`src/odc_pkg.sv`:
```
// Constants, encodings and decode helpers for the OLED command decoder.
// Assumes a single 40 MHz core clock and byte-wide command traffic.
package odc_pkg;

  // ----------------------------------------------------------------
  // Timing
  // ----------------------------------------------------------------
  localparam int unsigned ODC_CLK_HZ        = 40_000_000;
  localparam int unsigned ODC_ON_DELAY_MS   = 200;
  localparam int unsigned ODC_ON_DELAY_CYC  = ODC_ON_DELAY_MS * (ODC_CLK_HZ / 1000);

  // ----------------------------------------------------------------
  // Opcodes
  // ----------------------------------------------------------------
  localparam logic [7:0] ODC_OP_COL_WIN   = 8'h15;
  localparam logic [7:0] ODC_OP_RAM_WR    = 8'h5C;
  localparam logic [7:0] ODC_OP_RAM_RD    = 8'h5D;
  localparam logic [7:0] ODC_OP_ROW_WIN   = 8'h75;
  localparam logic [7:0] ODC_OP_CON_A     = 8'h81;
  localparam logic [7:0] ODC_OP_CON_B     = 8'h82;
  localparam logic [7:0] ODC_OP_CON_C     = 8'h83;
  localparam logic [7:0] ODC_OP_MASTER    = 8'h87;
  localparam logic [7:0] ODC_OP_PRE2_SPD  = 8'h8A;
  localparam logic [7:0] ODC_OP_REMAP     = 8'hA0;
  localparam logic [7:0] ODC_OP_START     = 8'hA1;
  localparam logic [7:0] ODC_OP_OFFSET    = 8'hA2;
  localparam logic [7:0] ODC_OP_MODE_NORM = 8'hA4;
  localparam logic [7:0] ODC_OP_MODE_INV  = 8'hA7;
  localparam logic [7:0] ODC_OP_MUX       = 8'hA8;
  localparam logic [7:0] ODC_OP_DIM_CFG   = 8'hAB;
  localparam logic [7:0] ODC_OP_ON_DIM    = 8'hAC;
  localparam logic [7:0] ODC_OP_OFF       = 8'hAE;
  localparam logic [7:0] ODC_OP_ON_NORM   = 8'hAF;
  localparam logic [7:0] ODC_OP_PHASE     = 8'hB1;

  // ----------------------------------------------------------------
  // Reset values
  // ----------------------------------------------------------------
  localparam logic [7:0] ODC_RST_COL_START = 8'h00;
  localparam logic [7:0] ODC_RST_COL_END   = 8'h9F;
  localparam logic [7:0] ODC_RST_ROW_START = 8'h00;
  localparam logic [7:0] ODC_RST_ROW_END   = 8'h83;
  localparam logic [7:0] ODC_RST_CONTRAST  = 8'h80;
  localparam logic [3:0] ODC_RST_MASTER    = 4'hF;
  localparam logic [1:0] ODC_RST_PRE2_SPD  = 2'h2;
  localparam logic [7:0] ODC_RST_REMAP     = 8'h40;
  localparam logic [7:0] ODC_RST_START     = 8'h00;
  localparam logic [7:0] ODC_RST_OFFSET    = 8'h00;
  localparam logic [1:0] ODC_RST_MODE      = 2'h0;
  localparam logic [7:0] ODC_RST_MUX       = 8'h83;
  localparam logic [7:0] ODC_RST_DIM_CON   = 8'h00;
  localparam logic [4:0] ODC_RST_DIM_PRE   = 5'h00;
  localparam logic [3:0] ODC_RST_PH1       = 4'h4;
  localparam logic [3:0] ODC_RST_PH2       = 4'h7;

  // ----------------------------------------------------------------
  // Field positions and limits
  // ----------------------------------------------------------------
  localparam int unsigned ODC_RMP_VERT     = 0;
  localparam int unsigned ODC_RMP_COL_REV  = 1;
  localparam int unsigned ODC_RMP_SUB_REV  = 2;
  localparam int unsigned ODC_RMP_LR_SWAP  = 3;
  localparam int unsigned ODC_RMP_SCAN_REV = 4;
  localparam int unsigned ODC_RMP_SPLIT    = 5;
  localparam int unsigned ODC_RMP_FMT_LO   = 6;
  localparam logic [1:0]  ODC_FMT_262K     = 2'h2;
  localparam logic [7:0]  ODC_MUX_MIN      = 8'h0F;
  localparam logic [3:0]  ODC_PH1_MIN      = 4'h1;
  localparam logic [3:0]  ODC_PH2_MIN      = 4'h2;

  // ----------------------------------------------------------------
  // Types
  // ----------------------------------------------------------------
  typedef enum logic [1:0] {
    ODC_ST_IDLE   = 2'b00,
    ODC_ST_PARAM  = 2'b01,
    ODC_ST_RAM_WR = 2'b10,
    ODC_ST_RAM_RD = 2'b11
  } odc_state_e;

  typedef enum logic [1:0] {
    ODC_DISP_OFF    = 2'b00,
    ODC_DISP_DIM    = 2'b01,
    ODC_DISP_NORMAL = 2'b10
  } odc_disp_e;

  // Parameter bytes each opcode expects; zero for single-byte ones
  function automatic logic [2:0] odc_param_count(input logic [7:0] op);
    case (op)
      ODC_OP_COL_WIN, ODC_OP_ROW_WIN:                      odc_param_count = 3'd2;
      ODC_OP_CON_A, ODC_OP_CON_B, ODC_OP_CON_C:            odc_param_count = 3'd1;
      ODC_OP_MASTER, ODC_OP_PRE2_SPD, ODC_OP_REMAP:        odc_param_count = 3'd1;
      ODC_OP_START, ODC_OP_OFFSET, ODC_OP_MUX:             odc_param_count = 3'd1;
      ODC_OP_PHASE:                                        odc_param_count = 3'd1;
      ODC_OP_DIM_CFG:                                      odc_param_count = 3'd5;
      default:                                             odc_param_count = 3'd0;
    endcase
  endfunction : odc_param_count

endpackage : odc_pkg

```
`src/odc_pin_sync.sv`:
```
// Three-stage synchroniser for slow strap-like pins.
// Assumes the pin changes rarely; a change counts once stages two and three agree.
`timescale 1ns/1ps
module odc_pin_sync
  import odc_pkg::*;
#(
  parameter int unsigned WIDTH = 1
) (
  input  wire logic             clock,
  input  wire logic             nrst,
  input  wire logic [WIDTH-1:0] pin,
  output logic      [WIDTH-1:0] level
);

  logic [WIDTH-1:0] meta;
  logic [WIDTH-1:0] stage2;
  logic [WIDTH-1:0] stage3;

  // ----------------------------------------------------------------
  // Capture chain
  // ----------------------------------------------------------------
  // First stage feeds only the second; nothing else looks at it
  always_ff @(posedge clock or negedge nrst) begin
    if (!nrst) begin
      meta   <= '0;
      stage2 <= '0;
      stage3 <= '0;
    end else begin
      meta   <= pin;
      stage2 <= meta;
      stage3 <= stage2;
    end
  end

  // Accept a bit only when the last two stages agree
  genvar gi;
  generate
    for (gi = 0; gi < WIDTH; gi++) begin : g_bit
      always_ff @(posedge clock or negedge nrst) begin
        if (!nrst) begin
          level[gi] <= 1'b0;
        end else if (stage2[gi] == stage3[gi]) begin
          level[gi] <= stage3[gi];
        end
      end
    end
  endgenerate

endmodule : odc_pin_sync

```
`src/odc_decoder.sv`:
```
// Command decoder and configuration store of an RGB dot-matrix OLED driver.
// Assumes host bytes arrive as one-cycle strobes on the core clock; the
// interface-width strap is an asynchronous pin. nrst is the hardware clear pin.
`timescale 1ns/1ps

// Notes on behaviour
// - 15h sets column window, reset 0 and 159.
// - 75h sets row window, reset 0 and 131.
// - 5Ch opens RAM writes, 5Dh opens RAM reads.
// - 81h-83h set colour contrasts, reset 80h.
// - 87h sets 4-bit master current, reset 0Fh.
// - 8Ah sets second pre-charge speed, reset normal.
// - Remap bit 0 picks vertical address increment.
// - Remap bits 1-3: column, subpixel, common swap.
// - Remap bits 4-5: reverse scan, odd/even split.
// - Remap bits 7:6 colour format, reset 65k.
// - Wide host interface forces 262k colour depth.
// - A1h sets start line, reset 0.
// - A2h sets vertical offset, reset 0.
// - A4h-A7h select display mode, reset normal.
// - A8h sets mux ratio; codes below 15 ignored.
// - ABh takes five bytes: reserved, contrasts, pre-charge.
// - ACh dim on, AEh off, AFh normal on.
// - B1h low nibble phase 1, 2n+1 clocks.
// - B1h high nibble phase 2, n clocks.
// - Drivers go active 200 ms after display on.
module odc_decoder
  import odc_pkg::*;
#(
  parameter int unsigned ON_DELAY_CYCLES = ODC_ON_DELAY_CYC
) (
  input  wire logic       clock,
  input  wire logic       nrst,
  input  wire logic       wr_strobe,
  input  wire logic       rd_strobe,
  input  wire logic       dc_sel,
  input  wire logic [7:0] wr_data,
  input  wire logic       wide_bus_pin,
  output logic      [7:0] col_start,
  output logic      [7:0] col_end,
  output logic      [7:0] row_start,
  output logic      [7:0] row_end,
  output logic            ram_write_mode,
  output logic            ram_read_mode,
  output logic            ram_wr_pulse,
  output logic      [7:0] ram_wr_byte,
  output logic            ram_rd_pulse,
  output logic      [7:0] contrast_a,
  output logic      [7:0] contrast_b,
  output logic      [7:0] contrast_c,
  output logic      [3:0] master_current,
  output logic      [1:0] precharge2_speed,
  output logic            addr_vertical,
  output logic            col_reverse,
  output logic            subpixel_reverse,
  output logic            com_lr_swap,
  output logic            com_scan_reverse,
  output logic            com_split,
  output logic      [1:0] color_format,
  output logic      [1:0] color_depth,
  output logic      [7:0] start_line,
  output logic      [7:0] display_offset,
  output logic      [1:0] display_mode,
  output logic      [7:0] mux_ratio,
  output logic      [7:0] dim_contrast_a,
  output logic      [7:0] dim_contrast_b,
  output logic      [7:0] dim_contrast_c,
  output logic      [4:0] dim_precharge,
  output logic      [1:0] display_state,
  output logic            drive_active,
  output logic      [3:0] phase1_code,
  output logic      [3:0] phase2_code,
  output logic      [4:0] phase1_clocks
);

  localparam int unsigned CW = $clog2(ON_DELAY_CYCLES + 1);
  localparam logic [CW-1:0] ON_TARGET = CW'(ON_DELAY_CYCLES);

  odc_state_e state;
  logic [7:0] opcode;
  logic [2:0] par_cnt;
  logic [7:0] par_buf [0:3];
  logic [CW-1:0] on_count;
  logic       wide_bus;
  logic       cmd_take;
  logic       par_take;
  logic [2:0] need;
  logic       apply;

  // ----------------------------------------------------------------
  // Strap synchroniser
  // ----------------------------------------------------------------
  odc_pin_sync #(
    .WIDTH (1)
  ) u_wide_sync (
    .clock (clock),
    .nrst  (nrst),
    .pin   (wide_bus_pin),
    .level (wide_bus)
  );

  // ----------------------------------------------------------------
  // Byte classification
  // ----------------------------------------------------------------
  // Select low marks an opcode, high a parameter or pixel byte
  assign cmd_take = wr_strobe & ~dc_sel;
  assign par_take = wr_strobe & dc_sel;
  assign need     = odc_param_count(opcode);
  // Last expected byte commits the whole setting at once
  assign apply    = par_take && (state == ODC_ST_PARAM) && (par_cnt == need - 3'd1);

  // ----------------------------------------------------------------
  // Decode sequencer
  // ----------------------------------------------------------------
  // A new opcode always restarts decoding, so a short command aborts cleanly
  always_ff @(posedge clock or negedge nrst) begin
    if (!nrst) begin
      state   <= ODC_ST_IDLE;
      opcode  <= 8'h00;
      par_cnt <= 3'd0;
    end else if (cmd_take) begin
      opcode  <= wr_data;
      par_cnt <= 3'd0;
      case (wr_data)
        ODC_OP_RAM_WR: state <= ODC_ST_RAM_WR;
        ODC_OP_RAM_RD: state <= ODC_ST_RAM_RD;
        default: begin
          state <= (odc_param_count(wr_data) != 3'd0) ? ODC_ST_PARAM : ODC_ST_IDLE;
        end
      endcase
    end else if (par_take && state == ODC_ST_PARAM) begin
      if (apply) begin
        state   <= ODC_ST_IDLE;
        par_cnt <= 3'd0;
      end else begin
        par_cnt <= par_cnt + 3'd1;
      end
    end
  end

  // Early parameter bytes wait here until the last one arrives
  always_ff @(posedge clock or negedge nrst) begin
    if (!nrst) begin
      for (int i = 0; i < 4; i++) begin
        par_buf[i] <= 8'h00;
      end
    end else if (par_take && state == ODC_ST_PARAM && !apply) begin
      par_buf[par_cnt[1:0]] <= wr_data;
    end
  end

  // ----------------------------------------------------------------
  // RAM access stream
  // ----------------------------------------------------------------
  assign ram_write_mode = (state == ODC_ST_RAM_WR);
  assign ram_read_mode  = (state == ODC_ST_RAM_RD);

  // Pixel bytes pass one per strobe; no buffering beyond one stage
  always_ff @(posedge clock or negedge nrst) begin
    if (!nrst) begin
      ram_wr_pulse <= 1'b0;
      ram_wr_byte  <= 8'h00;
      ram_rd_pulse <= 1'b0;
    end else begin
      ram_wr_pulse <= par_take && (state == ODC_ST_RAM_WR);
      ram_rd_pulse <= rd_strobe && dc_sel && (state == ODC_ST_RAM_RD);
      if (par_take && state == ODC_ST_RAM_WR) begin
        ram_wr_byte <= wr_data;
      end
    end
  end

  // ----------------------------------------------------------------
  // Access window
  // ----------------------------------------------------------------
  // Range is left to the host; addresses are stored as sent
  always_ff @(posedge clock or negedge nrst) begin
    if (!nrst) begin
      col_start <= ODC_RST_COL_START;
      col_end   <= ODC_RST_COL_END;
      row_start <= ODC_RST_ROW_START;
      row_end   <= ODC_RST_ROW_END;
    end else if (apply && opcode == ODC_OP_COL_WIN) begin
      col_start <= par_buf[0];
      col_end   <= wr_data;
    end else if (apply && opcode == ODC_OP_ROW_WIN) begin
      row_start <= par_buf[0];
      row_end   <= wr_data;
    end
  end

  // ----------------------------------------------------------------
  // Current settings
  // ----------------------------------------------------------------
  always_ff @(posedge clock or negedge nrst) begin
    if (!nrst) begin
      contrast_a       <= ODC_RST_CONTRAST;
      contrast_b       <= ODC_RST_CONTRAST;
      contrast_c       <= ODC_RST_CONTRAST;
      master_current   <= ODC_RST_MASTER;
      precharge2_speed <= ODC_RST_PRE2_SPD;
    end else if (apply) begin
      case (opcode)
        ODC_OP_CON_A:    contrast_a       <= wr_data;
        ODC_OP_CON_B:    contrast_b       <= wr_data;
        ODC_OP_CON_C:    contrast_c       <= wr_data;
        ODC_OP_MASTER:   master_current   <= wr_data[3:0];
        ODC_OP_PRE2_SPD: precharge2_speed <= wr_data[1:0];
        default: ;
      endcase
    end
  end

  // ----------------------------------------------------------------
  // Remap and colour format
  // ----------------------------------------------------------------
  always_ff @(posedge clock or negedge nrst) begin
    if (!nrst) begin
      addr_vertical    <= ODC_RST_REMAP[ODC_RMP_VERT];
      col_reverse      <= ODC_RST_REMAP[ODC_RMP_COL_REV];
      subpixel_reverse <= ODC_RST_REMAP[ODC_RMP_SUB_REV];
      com_lr_swap      <= ODC_RST_REMAP[ODC_RMP_LR_SWAP];
      com_scan_reverse <= ODC_RST_REMAP[ODC_RMP_SCAN_REV];
      com_split        <= ODC_RST_REMAP[ODC_RMP_SPLIT];
      color_format     <= ODC_RST_REMAP[ODC_RMP_FMT_LO +: 2];
    end else if (apply && opcode == ODC_OP_REMAP) begin
      addr_vertical    <= wr_data[ODC_RMP_VERT];
      col_reverse      <= wr_data[ODC_RMP_COL_REV];
      subpixel_reverse <= wr_data[ODC_RMP_SUB_REV];
      com_lr_swap      <= wr_data[ODC_RMP_LR_SWAP];
      com_scan_reverse <= wr_data[ODC_RMP_SCAN_REV];
      com_split        <= wr_data[ODC_RMP_SPLIT];
      color_format     <= wr_data[ODC_RMP_FMT_LO +: 2];
    end
  end

  // Wide pixel buses only carry 18-bit pixels, so depth is pinned
  assign color_depth = wide_bus ? ODC_FMT_262K : color_format;

  // ----------------------------------------------------------------
  // Scan geometry
  // ----------------------------------------------------------------
  // Short mux codes would starve the scan, so they are dropped
  always_ff @(posedge clock or negedge nrst) begin
    if (!nrst) begin
      start_line     <= ODC_RST_START;
      display_offset <= ODC_RST_OFFSET;
      mux_ratio      <= ODC_RST_MUX;
    end else if (apply) begin
      case (opcode)
        ODC_OP_START:  start_line     <= wr_data;
        ODC_OP_OFFSET: display_offset <= wr_data;
        ODC_OP_MUX: begin
          if (wr_data >= ODC_MUX_MIN) begin
            mux_ratio <= wr_data;
          end
        end
        default: ;
      endcase
    end
  end

  // ----------------------------------------------------------------
  // Display mode and power state
  // ----------------------------------------------------------------
  always_ff @(posedge clock or negedge nrst) begin
    if (!nrst) begin
      display_mode <= ODC_RST_MODE;
    end else if (cmd_take && wr_data >= ODC_OP_MODE_NORM && wr_data <= ODC_OP_MODE_INV) begin
      display_mode <= wr_data[1:0];
    end
  end

  always_ff @(posedge clock or negedge nrst) begin
    if (!nrst) begin
      display_state <= ODC_DISP_OFF;
    end else if (cmd_take) begin
      case (wr_data)
        ODC_OP_ON_DIM:  display_state <= ODC_DISP_DIM;
        ODC_OP_OFF:     display_state <= ODC_DISP_OFF;
        ODC_OP_ON_NORM: display_state <= ODC_DISP_NORMAL;
        default: ;
      endcase
    end
  end

  // Drivers wait out the turn-on delay; sleep drops them at once, the count clears one cycle later
  always_ff @(posedge clock or negedge nrst) begin
    if (!nrst) begin
      on_count <= '0;
    end else if (display_state == ODC_DISP_OFF) begin
      on_count <= '0;
    end else if (on_count != ON_TARGET) begin
      on_count <= on_count + CW'(1);
    end
  end

  assign drive_active = (display_state != ODC_DISP_OFF) && (on_count == ON_TARGET);

  // ----------------------------------------------------------------
  // Dim mode settings
  // ----------------------------------------------------------------
  // Byte 0 is reserved and discarded
  always_ff @(posedge clock or negedge nrst) begin
    if (!nrst) begin
      dim_contrast_a <= ODC_RST_DIM_CON;
      dim_contrast_b <= ODC_RST_DIM_CON;
      dim_contrast_c <= ODC_RST_DIM_CON;
      dim_precharge  <= ODC_RST_DIM_PRE;
    end else if (apply && opcode == ODC_OP_DIM_CFG) begin
      dim_contrast_a <= par_buf[1];
      dim_contrast_b <= par_buf[2];
      dim_contrast_c <= par_buf[3];
      dim_precharge  <= wr_data[4:0];
    end
  end

  // ----------------------------------------------------------------
  // Drive phase periods
  // ----------------------------------------------------------------
  // Each nibble is checked on its own; an invalid nibble keeps its old value
  always_ff @(posedge clock or negedge nrst) begin
    if (!nrst) begin
      phase1_code <= ODC_RST_PH1;
      phase2_code <= ODC_RST_PH2;
    end else if (apply && opcode == ODC_OP_PHASE) begin
      if (wr_data[3:0] >= ODC_PH1_MIN) begin
        phase1_code <= wr_data[3:0];
      end
      if (wr_data[7:4] >= ODC_PH2_MIN) begin
        phase2_code <= wr_data[7:4];
      end
    end
  end

  assign phase1_clocks = {phase1_code, 1'b1};
endmodule : odc_decoder

```
`config.mk`:
```
export PLATFORM = sky130hd
export DESIGN_NAME = odc_decoder
export DESIGN_NICKNAME = d
export VERILOG_FILES = /design/src/odc_pkg.sv /design/src/odc_pin_sync.sv /design/src/odc_decoder.sv
export SDC_FILE = /design/constraint.sdc
export NUM_CORES = 1
export LEC_CHECK = 0
export BUFFER_PORTS_ARGS = -buffer_cell sky130_fd_sc_hd__buf_4
export CAP_MARGIN = 40
export CORE_MARGIN = 5
export CORE_UTILIZATION = 55
export CTS_CLUSTER_DIAMETER = 30
export CTS_CLUSTER_SIZE = 25
export DETAILED_ROUTE_END_ITERATION = 6
export PLACE_DENSITY = 0.75
export SYNTH_ARGS = -nofsm -noshare
export SYNTH_HDL_FRONTEND = slang
export SYNTH_HIERARCHICAL = 1
export SYNTH_SLANG_ARGS = --single-unit
```
`constraint.sdc`:
```
create_clock -name clock -period 5.55 [get_ports clock]
set_input_delay 0.2775 -clock clock [delete_from_list [all_inputs] [get_ports clock]]
set_output_delay 0.2775 -clock clock [all_outputs]
set_load 0.05 [all_outputs]
```
## Word-level counts from Yosys, hierarchy flattened

Index checks and enable logic that the tools add are counted.

| cells by class | value |
|---|---|
| $lt $le $gt $ge | 7 |
| muxes and demuxes | 19 |
| multiply operators | 0 |
| reduce and logical (&&, ||, !) cells | 41 |
| $add $sub $neg | 3 |
| divide/modulo/power cells | 0 |
| equal/unequal tests | 38 |
| shift operators | 0 |
| bitwise operators | 5 |

Operator list:

| kind | count |
|---|---|
| $eq A8 B8 Y1 const B | 25 |
| $mux W23 | 2 |
| $bwmux W32 | 1 |
| $eq A8 B7 Y1 const B | 4 |
| $reduce_and A2 Y1 | 12 |
| $add A23 B1 Y23 const B | 1 |
| $eq A23 B23 Y1 const B | 1 |
| $ne A23 B23 Y1 const B | 1 |
| $reduce_or A10 Y1 | 2 |
| $pmux W3 S3 | 2 |
| $demux W8 S2 | 1 |
| $eq A8 B5 Y1 const B | 2 |
| $logic_and A1 B1 Y1 | 15 |
| $mux W3 | 5 |
| $ge A8 B4 Y1 const B | 1 |
| $ge A8 B8 Y1 const B | 1 |
| $le A8 B8 Y1 const B | 1 |
| $mux W2 | 4 |
| $mux W8 | 1 |
| $reduce_bool A2 Y1 | 4 |
| $pmux W2 S3 | 1 |
| $reduce_bool A3 Y1 | 2 |
| $reduce_or A2 Y1 | 3 |
| $eq A2 B2 Y1 const B | 2 |
| 17 further kinds | 19 |

| storage, ports and cells | value |
|---|---|
| input bits | 14 |
| bits in writable memories | 0 |
| output and inout bits | 155 |
| bits in latches | 0 |
| memories kept | 0 |
| logic and storage cells | 155 |
| bits in read-only memories | 0 |
| register bits after elaboration | 217 |

## Longest topological paths before layout

Gate-level depths: netlist (run 1).

| logic depth | value |
|---|---|
| depth in word-level cells | 9 |
| mapped depth | 15 |
| gate-level depth less buffers | 11 |

## Modules after synthesis

Netlist (run 1), hierarchy kept.

Modules (own cells, without submodules):

| module | area an instance (um2) | cells an instance | instances | sequential area each (um2) |
|---|---|---|---|---|
| odc_decoder | 9431.5 | 715 | 1 | 5361.4 |
| odc_pin_sync | 111.4 | 5 | 1 | 100.1 |

## Worst setup path after synthesis (run 1)

Ideal clock, no wire load.

| timing path | value |
|---|---|
| path kind | register to register |
| start point | register opcode[1] |
| end point | register row_end[4] |
| setup slack | 1665 ps |
| path buffers | 4 |
| stages on the path, launching flop included | 15 |
| data required time | 5425 ps |
| arrival | 3760 ps |
| setup time | 125 ps |
| path through | dfrtp_1 buf_2 or2_1 nor4b_1 o21ai_0 ha_1 xor2_1 or4b_4 and2_1 buf_4 nor2_8 and4_4 buf_6 buf_12 mux2_4 |

| between the ends | value |
|---|---|
| cells in the longest elaborated chain, start to end | 9 |
| elaborated cells between the ends (all ways) | 23 |
| those cells by class | add/sub (1); eq/ne (14); mux (1); bitwise (1); reduce/logical (6) |

Ends and longest elaborated chain:

| element | RTL line | RTL |
|---|---|---|
| from (decl) | odc_decoder.sv:80 | `logic [7:0] opcode;` |
| from (signal assigned) | odc_decoder.sv:122 | `opcode <= wr_data;` |
| $eq A8 B8 Y1, or another cell as far along | odc_pkg.sv:89 | `case (op)` |
| $reduce_or A10 Y1 (no line) / $reduce_or A2 Y1 (equally long branches) | - |  |
| $pmux W3 S3 | odc_pkg.sv:89 |  |
| $sub A3 B1 Y3 | odc_decoder.sv:110 | `assign apply = par_take && (state == ODC_ST_PARAM) && (par_cnt == need - 3'd1);` |
| $eq A3 B3 Y1 | odc_decoder.sv:110 |  |
| $logic_and A1 B1 Y1 | odc_decoder.sv:110 |  |
| $logic_and A1 B1 Y1 | odc_decoder.sv:183 | `end else if (apply && opcode == ODC_OP_COL_WIN) begin` |
| $not A1 Y1 (no line) | - |  |
| $reduce_and A2 Y1 (no line) (*) | - |  |
| to (signal assigned) | odc_decoder.sv:188 | `row_end <= wr_data;` |
| to (decl) | odc_decoder.sv:42 | `output logic [7:0] row_end,` |

Mark *: on every way between the ends. The rest lies on a longest branch, timed or not.
A chain may end at the register's enable or synchronous reset.

## Worst setup path in the final report (run 1)

| timing path | value |
|---|---|
| start point | register opcode[1] |
| end point | register col_start[3] |

| between the ends | value |
|---|---|
| cells in the longest elaborated chain, start to end | 7 |
| elaborated cells between the ends (all ways) | 20 |
| those cells by class | add/sub (1); eq/ne (14); mux (1); reduce/logical (4) |

Ends and longest elaborated chain:

| element | RTL line | RTL |
|---|---|---|
| $eq A8 B8 Y1, or another cell as far along | odc_pkg.sv:89 |  |
| $reduce_or A10 Y1 (no line) / $reduce_or A2 Y1 (equally long branches) | - |  |
| $pmux W3 S3 | odc_pkg.sv:89 |  |
| $sub A3 B1 Y3 | odc_decoder.sv:110 |  |
| $eq A3 B3 Y1 | odc_decoder.sv:110 |  |
| $logic_and A1 B1 Y1 | odc_decoder.sv:110 |  |
| $logic_and A1 B1 Y1 (*) | odc_decoder.sv:183 |  |
| to (signal assigned) | odc_decoder.sv:184 | `col_start <= par_buf[0];` |
| to (decl) | odc_decoder.sv:39 | `output logic [7:0] col_start,` |

Marks and branches as above.

==> results of run 1 <==
-- flip-flops by register name, summed over array words and instances (netlist names), 3 cells and up --
name	cells
master_current	4
on_count	23
row_start	8
dim_precharge	5
dim_contrast_c	8
contrast_a	8
mux_ratio	8
phase2_code	4
dim_contrast_b	8
par_buf	32
start_line	8
par_cnt	3
phase1_code	4
row_end	8
display_offset	8
dim_contrast_a	8
opcode	8
col_start	8
ram_wr_byte	8
contrast_c	8
col_end	8
contrast_b	8
-- what timing repair did --
action / 4_1_cts / 5_1_grt
hold endpoints to repair: 86 / 0
setup endpoints to repair: 0 / 0
hold buffers: 3 / 0
-- stage by stage --
stage,hold slack (ns),setup WS (ns),std cells,utilization (%),cell area (sq um)
finish,0.0447,1.31,1152,71.6,12300
floorplan,-0.0181,1.66,720,-,9540
global placement,0.333,1.50,1067,63.0,10800
CTS,0.0309,1.34,1152,71.6,12300
detailed placement,0.336,1.38,1069,63.0,10800
global route,0.0435,1.07,1152,71.6,12300
-- power groups by stage --
stage	clock [W]	combinational [W]	sequential (W)
final	0.00249	0.000284	0.00172
after global routing	0.00263	0.000313	0.00173
after CTS	0.00253	0.000288	0.00172
after detailed placement	0	0.000281	0.00174
after global placement	0	0.000265	0.00174
after floorplan	0	0.000181	0.00173
-- placed cells by master, fill, tap and decap left out, types with 3 or more instances in the layout --
master           n
xor2_1          20
mux2_1           8
and4_1           3
and3_1           4
nor3b_1          4
clkbuf_8        11
dfstp_2         25
buf_4          169
nor2b_1          5
o21ai_0          5
a21oi_1          7
nor2_1          33
a22o_1           7
clkinv_2        10
inv_1            8
clkinvlp_4       3
nand2b_1         5
nand2_1         73
nor3_1          13
clkbuf_1         5
nor4_1           4
nand4_1         12
nand4_2          6
and2_1           5
ha_1             7
nand3_1         12
dfrtp_1        192
mux2_2         120
inv_6            3
dlygate4sd3_1    3
mux2_4          29
clkbuf_16       44
or2_2            3
or4_1            5
xnor2_1          3
nor4b_1          6
or3_1            3
-- cell type report --
type / instances / share of cell area (%)
inverters: 9 / 0.275
flip-flops and latches: 217 / 44.4
well taps: 225 / 2.29
repair buffers: 175 / 10.7
clock inverters: 21 / 1.57
clock buffers: 59 / 10.2
multi-input cells: 446 / 30.5
-- path summary, 6_finish.rpt --
| kind | from | to | slack [ns] | cells after the start |
|---|---|---|---|---|
| worst max-delay path | opcode[1] | col_start[3] | 1.31 | 10 |
| worst min register to register | u_wide_sync/meta | u_wide_sync/stage2 | 0.35 | 0 |
| min in group asynchronous | nrst | on_count[14] | 0.39 | 2 |
| worst max register to register | opcode[1] | col_start[3] | 1.31 | 10 |
| max in group asynchronous | nrst | col_start[1] | 3.88 | 3 |
| worst min-delay path | dc_sel | ram_rd_pulse | 0.04 | 2 |
-- routing by layer --
layer	routed length (microns)	part of all wire [%]	GRT usage [%]
met3	1720	7.2	7.15
met2	12000	50	39.8
met4	551	2.3	8.69
met5	0	0	0
met1	9520	40	29.9
-- logic make-up (layout without fill, tap and decap cells) --
kind of cell,count (synthesis),in the layout
XOR/XNOR,23,23
multiplexers,157,157
AND/OR/NAND/NOR,216,216
adder cells (fa/ha/maj),8,8
buffers and inverters,57,264
AO/OA/AOI/OAI,41,41
other,1,1
flip-flops,217,217
==> flow_summary.toml, run 1 <==
[detailed_routing]
routedWlPerCell_microns = 20.7
drt_pre_antenna_iters = 5
postRouteAntennaNets = 0
viasPerCell = 5.58
drt-total-wl_microns = 23800
drc = 0
drtIter0Drc = 322
vias = 6424

[cts]
cts_max_path_buffers = 3
postCtsSetupRepairBufs = 0
cts_resized = 0
cts.clk_slew.worst_paths_ns = 0.05
numCtsBuffers = 43
root_buffer = "clkbuf_16"
htreeDepth = 2
cts_tree = "built"
clock-sinks = 217
clock_latency_ns = 0.52

[global_route]
grt_usage_pct = 24.0
antenna_found_initial = 0
grt_pass1_vias = 7195
grt_max_degree = 103
grt_pass1_wl_microns = 38400
overflow = 0

[power_and_ir_drop]
p_int_w = 0.00342
power_leakage_nw = 6.36
comb_power_share_pct = 6.3
power_density_nw_per_um2 = 365
power_frac_seq_pct = 38.3
switching_share_pct = 23.9
max-vdd-ir-drop_v = 0.000244
p_switching_w = 0.00108
total_power_w = 0.00450
power_frac_clock_pct = 55.3

[logic_synthesis]
synth_top_cells_by_count = "dfrtp_1 (192), mux2_2 (120), nand2_1 (73)"
synthArstFlopShare_pct = 100
synth_top_family_by_area = "multiplexers"
ys_seq_area_share_pct = 57.2
netlist_area_sq_um = 9540
syn_inst = 720
synth.most_common_cell = "dfrtp_1"
synthTopCellsByArea = "dfrtp_1 (50%), mux2_2 (14%), dfstp_2 (6.9%)"
synth_ff_type = "dfrtp_1"
synthMuxAreaShare_pct = 19.7
synth_enable_flop_cells = 0
ys_seq_elements = 217
yosysTopAreaCellShare_pct = 50.3
netlist-cell-type-count = 70
synth-compound-area-share_pct = 3.42
yosys_warnings = 6
synthSimpleGateAreaFrac_pct = 13.1
syn_area_per_cell_sq_um = 13.3
synth_fa_ha_area_share_pct = 1.04
yosys.area.top_type = "dfrtp_1"
synthXorXnorAreaFrac_pct = 2.11
synth_fp_nets = 741

[timing]
min_period_ns = 4.24
max_slew.worst_pin.slew_ns = 0.869
finalClockSkew_ns = 0.0130
slew_violations = 0
rsz0062_at_grt = "no"
slew-limit-headroom_pct = 41.9
finalSetupViolations = 0
fmax_ghz = 0.236
setup_tns_ns = 0
layout_worst_path_cycle_share_pct = 76.4
finalHoldViolations = 0

[cells_and_area]
multi_input_area_sq_um = 3760
antenna_cells = 0
nets = 913
num-fill-cells = 1166
drive_gt1_share_pct = 48.2
syn_to_final_growth_pct = 29.0
seqCellArea_sq_um = 5460

[worst_setup_path]
cp.arrival_ns = 4.63
endpoint_kind = "flip-flop"
slowest_stage = "nor4b_1"
crit_required_ns = 5.94
path_class = "reg -> reg"
max_stage_delay_ns = 0.70
cp-start-kind = "flip-flop"
critPathMaxFanout = 16
path_delay_family = "simple AND/OR/NAND/NOR gates"
cp_cell_sequence = "or2_1 -> nor4b_1 -> o21ai_0 -> ha_1 -> xor2_1 -> or4b_4 -> and2_1 -> nor2_8 -> nand4_4 -> mux2_1"
critPathBufInv = 0

[die]
core_sq_um = 17200
start_util_pct = 55.6
die_w_microns = 142
io_pins = 169
dieArea_sq_um = 20100
rows = 48
die_h_microns = 142

[placed_design]
portBuffers = 167
hpwlAfterDp_microns = 15200
gp_congestion = 0.923

[job]
maxCapViolCount = 0

[min_path]
worst_hold_path_type = "in -> reg"

[status]
outcome = "finished clean"
No activity file was read; power rests on OpenSTA's default activity.
==> run 2, diff against run 1 <==
Settings changed: CORE_UTILIZATION 55 to 51, PLACE_DENSITY 0.75 to 0.73.
Clock period 5.55 ns to 3.6 ns, I/O delays scaled along.
==> flow_summary.toml, run 2 (synthesis results as in run 1) <==
[status]
outcome = "finished clean"

[detailed_routing]
drc = 0
viasPerCell = 5.40
drtIter0Drc = 348
routedWlPerCell_microns = 19.4
vias = 6421
drt_pre_antenna_iters = 4
drt-total-wl_microns = 23100
postRouteAntennaNets = 0

[placed_design]
gp_congestion = 0.876
portBuffers = 167
hpwlAfterDp_microns = 14800

[power_and_ir_drop]
total_power_w = 0.00728
power_frac_clock_pct = 57.1
p_switching_w = 0.00174
power_leakage_nw = 6.58
p_int_w = 0.00554
max-vdd-ir-drop_v = 0.000527
switching_share_pct = 23.9
power_density_nw_per_um2 = 571
comb_power_share_pct = 6.6
power_frac_seq_pct = 36.3

[die]
rows = 50
start_util_pct = 51.4
die_w_microns = 147
die_h_microns = 147
dieArea_sq_um = 21500
io_pins = 169
core_sq_um = 18600

[worst_setup_path]
critPathMaxFanout = 10
crit_required_ns = 4.00
endpoint_kind = "flip-flop"
path_class = "reg -> reg"
cp-start-kind = "flip-flop"
cp.arrival_ns = 3.92

[cells_and_area]
biggestRegsByFlops = "par_buf (32), on_count (23)"
layout_commonest_cell = "buf_4"
top_register = "par_buf"
antenna_cells = 0
nets = 940
num-fill-cells = 1325
syn_to_final_growth_pct = 33.7
utilization_pct = 68.7
mostFrequentLayoutCells = "buf_4 (190), dfrtp_1 (188), mux2_2 (119)"
largest_reg_flops = 32
drive_gt1_share_pct = 50.4

[cts]
root_buffer = "clkbuf_16"
numCtsBuffers = 44
clock_latency_ns = 0.52
cts_max_path_buffers = 3
clock-sinks = 217
cts.clk_slew.worst_paths_ns = 0.05
cts_tree = "built"
htreeDepth = 2

[timing]
min_period_ns = 3.52
fmax_ghz = 0.284
max_slew.worst_pin.slew_ns = 0.791
finalSetupViolations = 0
setup_tns_ns = 0
layout_worst_path_cycle_share_pct = 97.8
hold_slack_ns = 0.0574
finalClockSkew_ns = 0.0193
finalHoldViolations = 0
slew_violations = 0
slew-limit-headroom_pct = 47.1

[global_route]
overflow = 0
grt_use_met2_pct = 35.5
grtUsageMet3_pct = 5.92
grt_pass1_vias = 6917
antenna_found_initial = 0
grt_max_degree = 98
grt_pass1_wl_microns = 38000
gr-max-usage-layer = "met2"
grt.met1_usage_pct = 28.6
grt_usage_pct = 21.7

[min_path]
worst_hold_path_type = "in -> reg"

[job]
maxCapViolCount = 0
==> run 2: worst paths after layout <==
path	slack (ns)	start	cells past startpoint	end
setup reg to reg	0.08	opcode[5]	12	row_start[0]
hold / removal	0.06	wr_data[6]	3	opcode[6]
min in group asynchronous	0.31	nrst	2	par_buf[21]
max in group asynchronous	2.35	nrst	3	col_end[3]
hold reg to reg	0.36	u_wide_sync/meta	0	u_wide_sync/stage2
setup / recovery	0.08	opcode[5]	12	row_start[0]
==> run 2: metal layers <==
metal	part of all wire (%)	wire, microns	up-vias
met5	0	0	-
met4	1.8	410	0
met3	7.0	1620	34
met2	49	11300	186
met1	42	9780	3251
li1	-	-	2950
==> run 2: cell type report <==
class	instances	area, sq um	area share, %
Sequential cell	217	5470	42.9
Clock buffer	50	1150	9.04
Tap cell	234	293	2.30
Timing Repair Buffer	201	1580	12.4
Inverter	9	33.8	0.265
Clock inverter	31	395	3.10
Multi-Input combinational cell	446	3840	30.1
==> run 2: critical path, stage by stage (launching register included) <==
cell and delay [ns]:
dfrtp_2 0.46, and4bb_2 0.32, a211oi_1 0.05, or3_1 0.33
o31a_1 0.13, ha_1 0.30, xor2_1 0.16, or4b_4 0.50
and2_2 0.23, nor2_8 0.13, and4_4 0.29, buf_4 0.19
mux2_4 0.31
==> run 2: per-stage QoR <==
stage	setup WS, ns	cell area, sq um	std cells
after global routing	-0.0191	12800	1188
final	0.0785	12800	1188
after global placement	0.0549	11000	1098
after CTS	-0.0359	12600	1185
after detailed placement	-0.00356	11100	1100
after floorplan	0.0115	9570	720
==> run 2: what timing repair did <==
item	in CTS	in global routing
gates resized for setup	1	14
pin swaps	0	2
cloned	0	0
hold endpoints to repair	92	0
hold buffers	4	0
setup endpoints to repair	21	83
setup buffers	0	3
==> run 2: power by group through the flow <==
stage / sequential (W) / clock (W) / combinational [W]
after CTS: 0.00264 / 0.00422 / 0.000476
after global routing: 0.00266 / 0.00435 / 0.000537
after global placement: 0.00267 / 0 / 0.000460
after floorplan: 0.00267 / 0 / 0.000284
final: 0.00264 / 0.00416 / 0.000481
after detailed placement: 0.00268 / 0 / 0.000469
==> run 3, diff against run 2 <==
Clock period 3.6 ns to 3.1 ns, I/O delays scaled along.
==> flow_summary.toml, run 3 (synthesis results as in run 1) <==
[detailed_routing]
vias = 6633
postRouteAntennaNets = 0
drtIter0Drc = 279
drc = 0
viasPerCell = 5.42
drt_pre_antenna_iters = 4
routedWlPerCell_microns = 19.5
drt-total-wl_microns = 23900

[die]
start_util_pct = 51.4
dieArea_sq_um = 21500
die_h_microns = 147
rows = 50
die_w_microns = 147
io_pins = 169
core_sq_um = 18600

[cells_and_area]
syn_to_final_growth_pct = 40.3
mostFrequentLayoutCells = "buf_4 (203), dfrtp_1 (189), mux2_2 (108)"
utilization_pct = 72.1
drive_gt1_share_pct = 53.4
antenna_cells = 0
biggestRegsByFlops = "par_buf (32), on_count (23)"
final_area_sq_um = 13400
nets = 974
top_register = "par_buf"
final_cells = 1224
layout_commonest_cell = "buf_4"
largest_reg_flops = 32

[global_route]
grt_max_degree = 114
grt_pass1_vias = 7072
grt_usage_pct = 21.8
grt_pass1_wl_microns = 38100
overflow = 0
antenna_found_initial = 0

[placed_design]
gp_congestion = 0.847
placed_area_sq_um = 11200
hpwlAfterDp_microns = 14700
placed_cells = 1120
portBuffers = 167
place_ws_ns = -0.376

[power_and_ir_drop]
power_leakage_nw = 6.89
power_frac_clock_pct = 56.9
p_int_w = 0.00659
power_density_nw_per_um2 = 642
switching_share_pct = 23.3
power_frac_seq_pct = 35.8
p_switching_w = 0.00200
max-vdd-ir-drop_v = 0.000621
comb_power_share_pct = 7.3

[cts]
cts_tree = "built"
clock_latency_ns = 0.51
clock-sinks = 217
root_buffer = "clkbuf_16"
cts.clk_slew.worst_paths_ns = 0.05
cts_max_path_buffers = 3
numCtsBuffers = 45
htreeDepth = 2

[worst_setup_path]
r2r-start = "opcode[2]"
cp-start-kind = "flip-flop"
r2r_end = "dim_contrast_b[5]"
crit_required_ns = 3.49
r2r_slack_ns = -0.45
critPathMaxFanout = 15
endpoint_kind = "flip-flop"
path_class = "reg -> reg"
cp.arrival_ns = 3.94
reg2reg_depth = 12

[min_path]
worst_hold_path_type = "in -> reg"
hp-start = "wr_data[6]"
whs_path_depth = 3
hold_end = "opcode[6]"

[timing]
finalHoldViolations = 0
setup_tns_ns = -45.50
max_slew.worst_pin.slew_ns = 0.891
slew_violations = 0
setup_slack_ns = -0.454
rsz0062_at_grt = "yes"
layout_worst_path_cycle_share_pct = 115
finalSetupViolations = 162
finalClockSkew_ns = 0.0115
fmax_ghz = 0.281
slew-limit-headroom_pct = 40.6
min_period_ns = 3.55

[status]
outcome = "finished, violations left"
violations = "negative setup slack"

[job]
maxCapViolCount = 0
run 3: final cells by class:
class | count | area, sq um
Sequential cell | 217 | 5470
Timing Repair Buffer | 234 | 2010
Fill cell | 1226 | 5190
Clock inverter | 27 | 317
Tap cell | 234 | 293
Inverter | 9 | 33.8
Clock buffer | 57 | 1270
Multi-Input combinational cell | 446 | 4000
run 3: what timing repair did:
| action | CTS | global route |
|---|---|---|
| hold endpoints to repair | 104 | 0 |
| pin swaps | 6 | 10 |
| buffers inserted | 7 | 10 |
| resized for setup | 37 | 25 |
| setup endpoints to repair | 147 | 167 |
| hold buffers | 5 | 0 |
| gates cloned | 2 | 1 |
run 3: power groups by stage:
stage	Combinational [W]	Clock, W	Sequential, W
after detailed placement	0.000584	0	0.00311
final	0.000627	0.00489	0.00307
after CTS	0.000620	0.00498	0.00307
after global placement	0.000569	0	0.00310
after global routing	0.000694	0.00512	0.00309
after floorplan	0.000333	0	0.00311
run 3: worst max path at each step:
stage / from / end / slack, ns / cells past startpoint
6_report: opcode[2] / dim_contrast_b[5] / -0.45 / 12
3_3_place_gp: opcode[1] / dim_contrast_b[4] / -0.31 / 12
2_1_floorplan: opcode[1] / row_end[4] / -0.47 / 15
5_1_grt: opcode[2] / dim_contrast_b[3] / -0.55 / 12
3_5_place_dp: opcode[1] / dim_contrast_b[5] / -0.38 / 12
4_1_cts: opcode[1] / dim_contrast_b[3] / -0.36 / 12
run 3: critical path, cell delays in order (launching register included):
cell      delay [ns]
dfrtp_2         0.44
nor4b_4         0.30
a211oi_2        0.09
or3_1           0.33
o31a_1          0.12
ha_1            0.33
xor2_2          0.17
or4b_4          0.50
nand2_4         0.12
nand2_4         0.05
or4_4           0.47
buf_12          0.18
mux2_1          0.32
run 3: per-layer routing:
metal	vias up	wire length, microns	GRT usage, %
met5	-	0	0
met4	0	505	7.53
met3	40	1430	6.01
met2	184	11800	36.0
met1	3390	10100	27.8
li1	3019	-	-
run 3: metrics by stage:
step                      power (W)  hold WS, ns
after detailed placement    0.00369        0.269
after floorplan             0.00344       -0.141
after global routing        0.00891       0.0454
after CTS                   0.00867       0.0319
final                       0.00859       0.0515
after global placement      0.00367        0.265
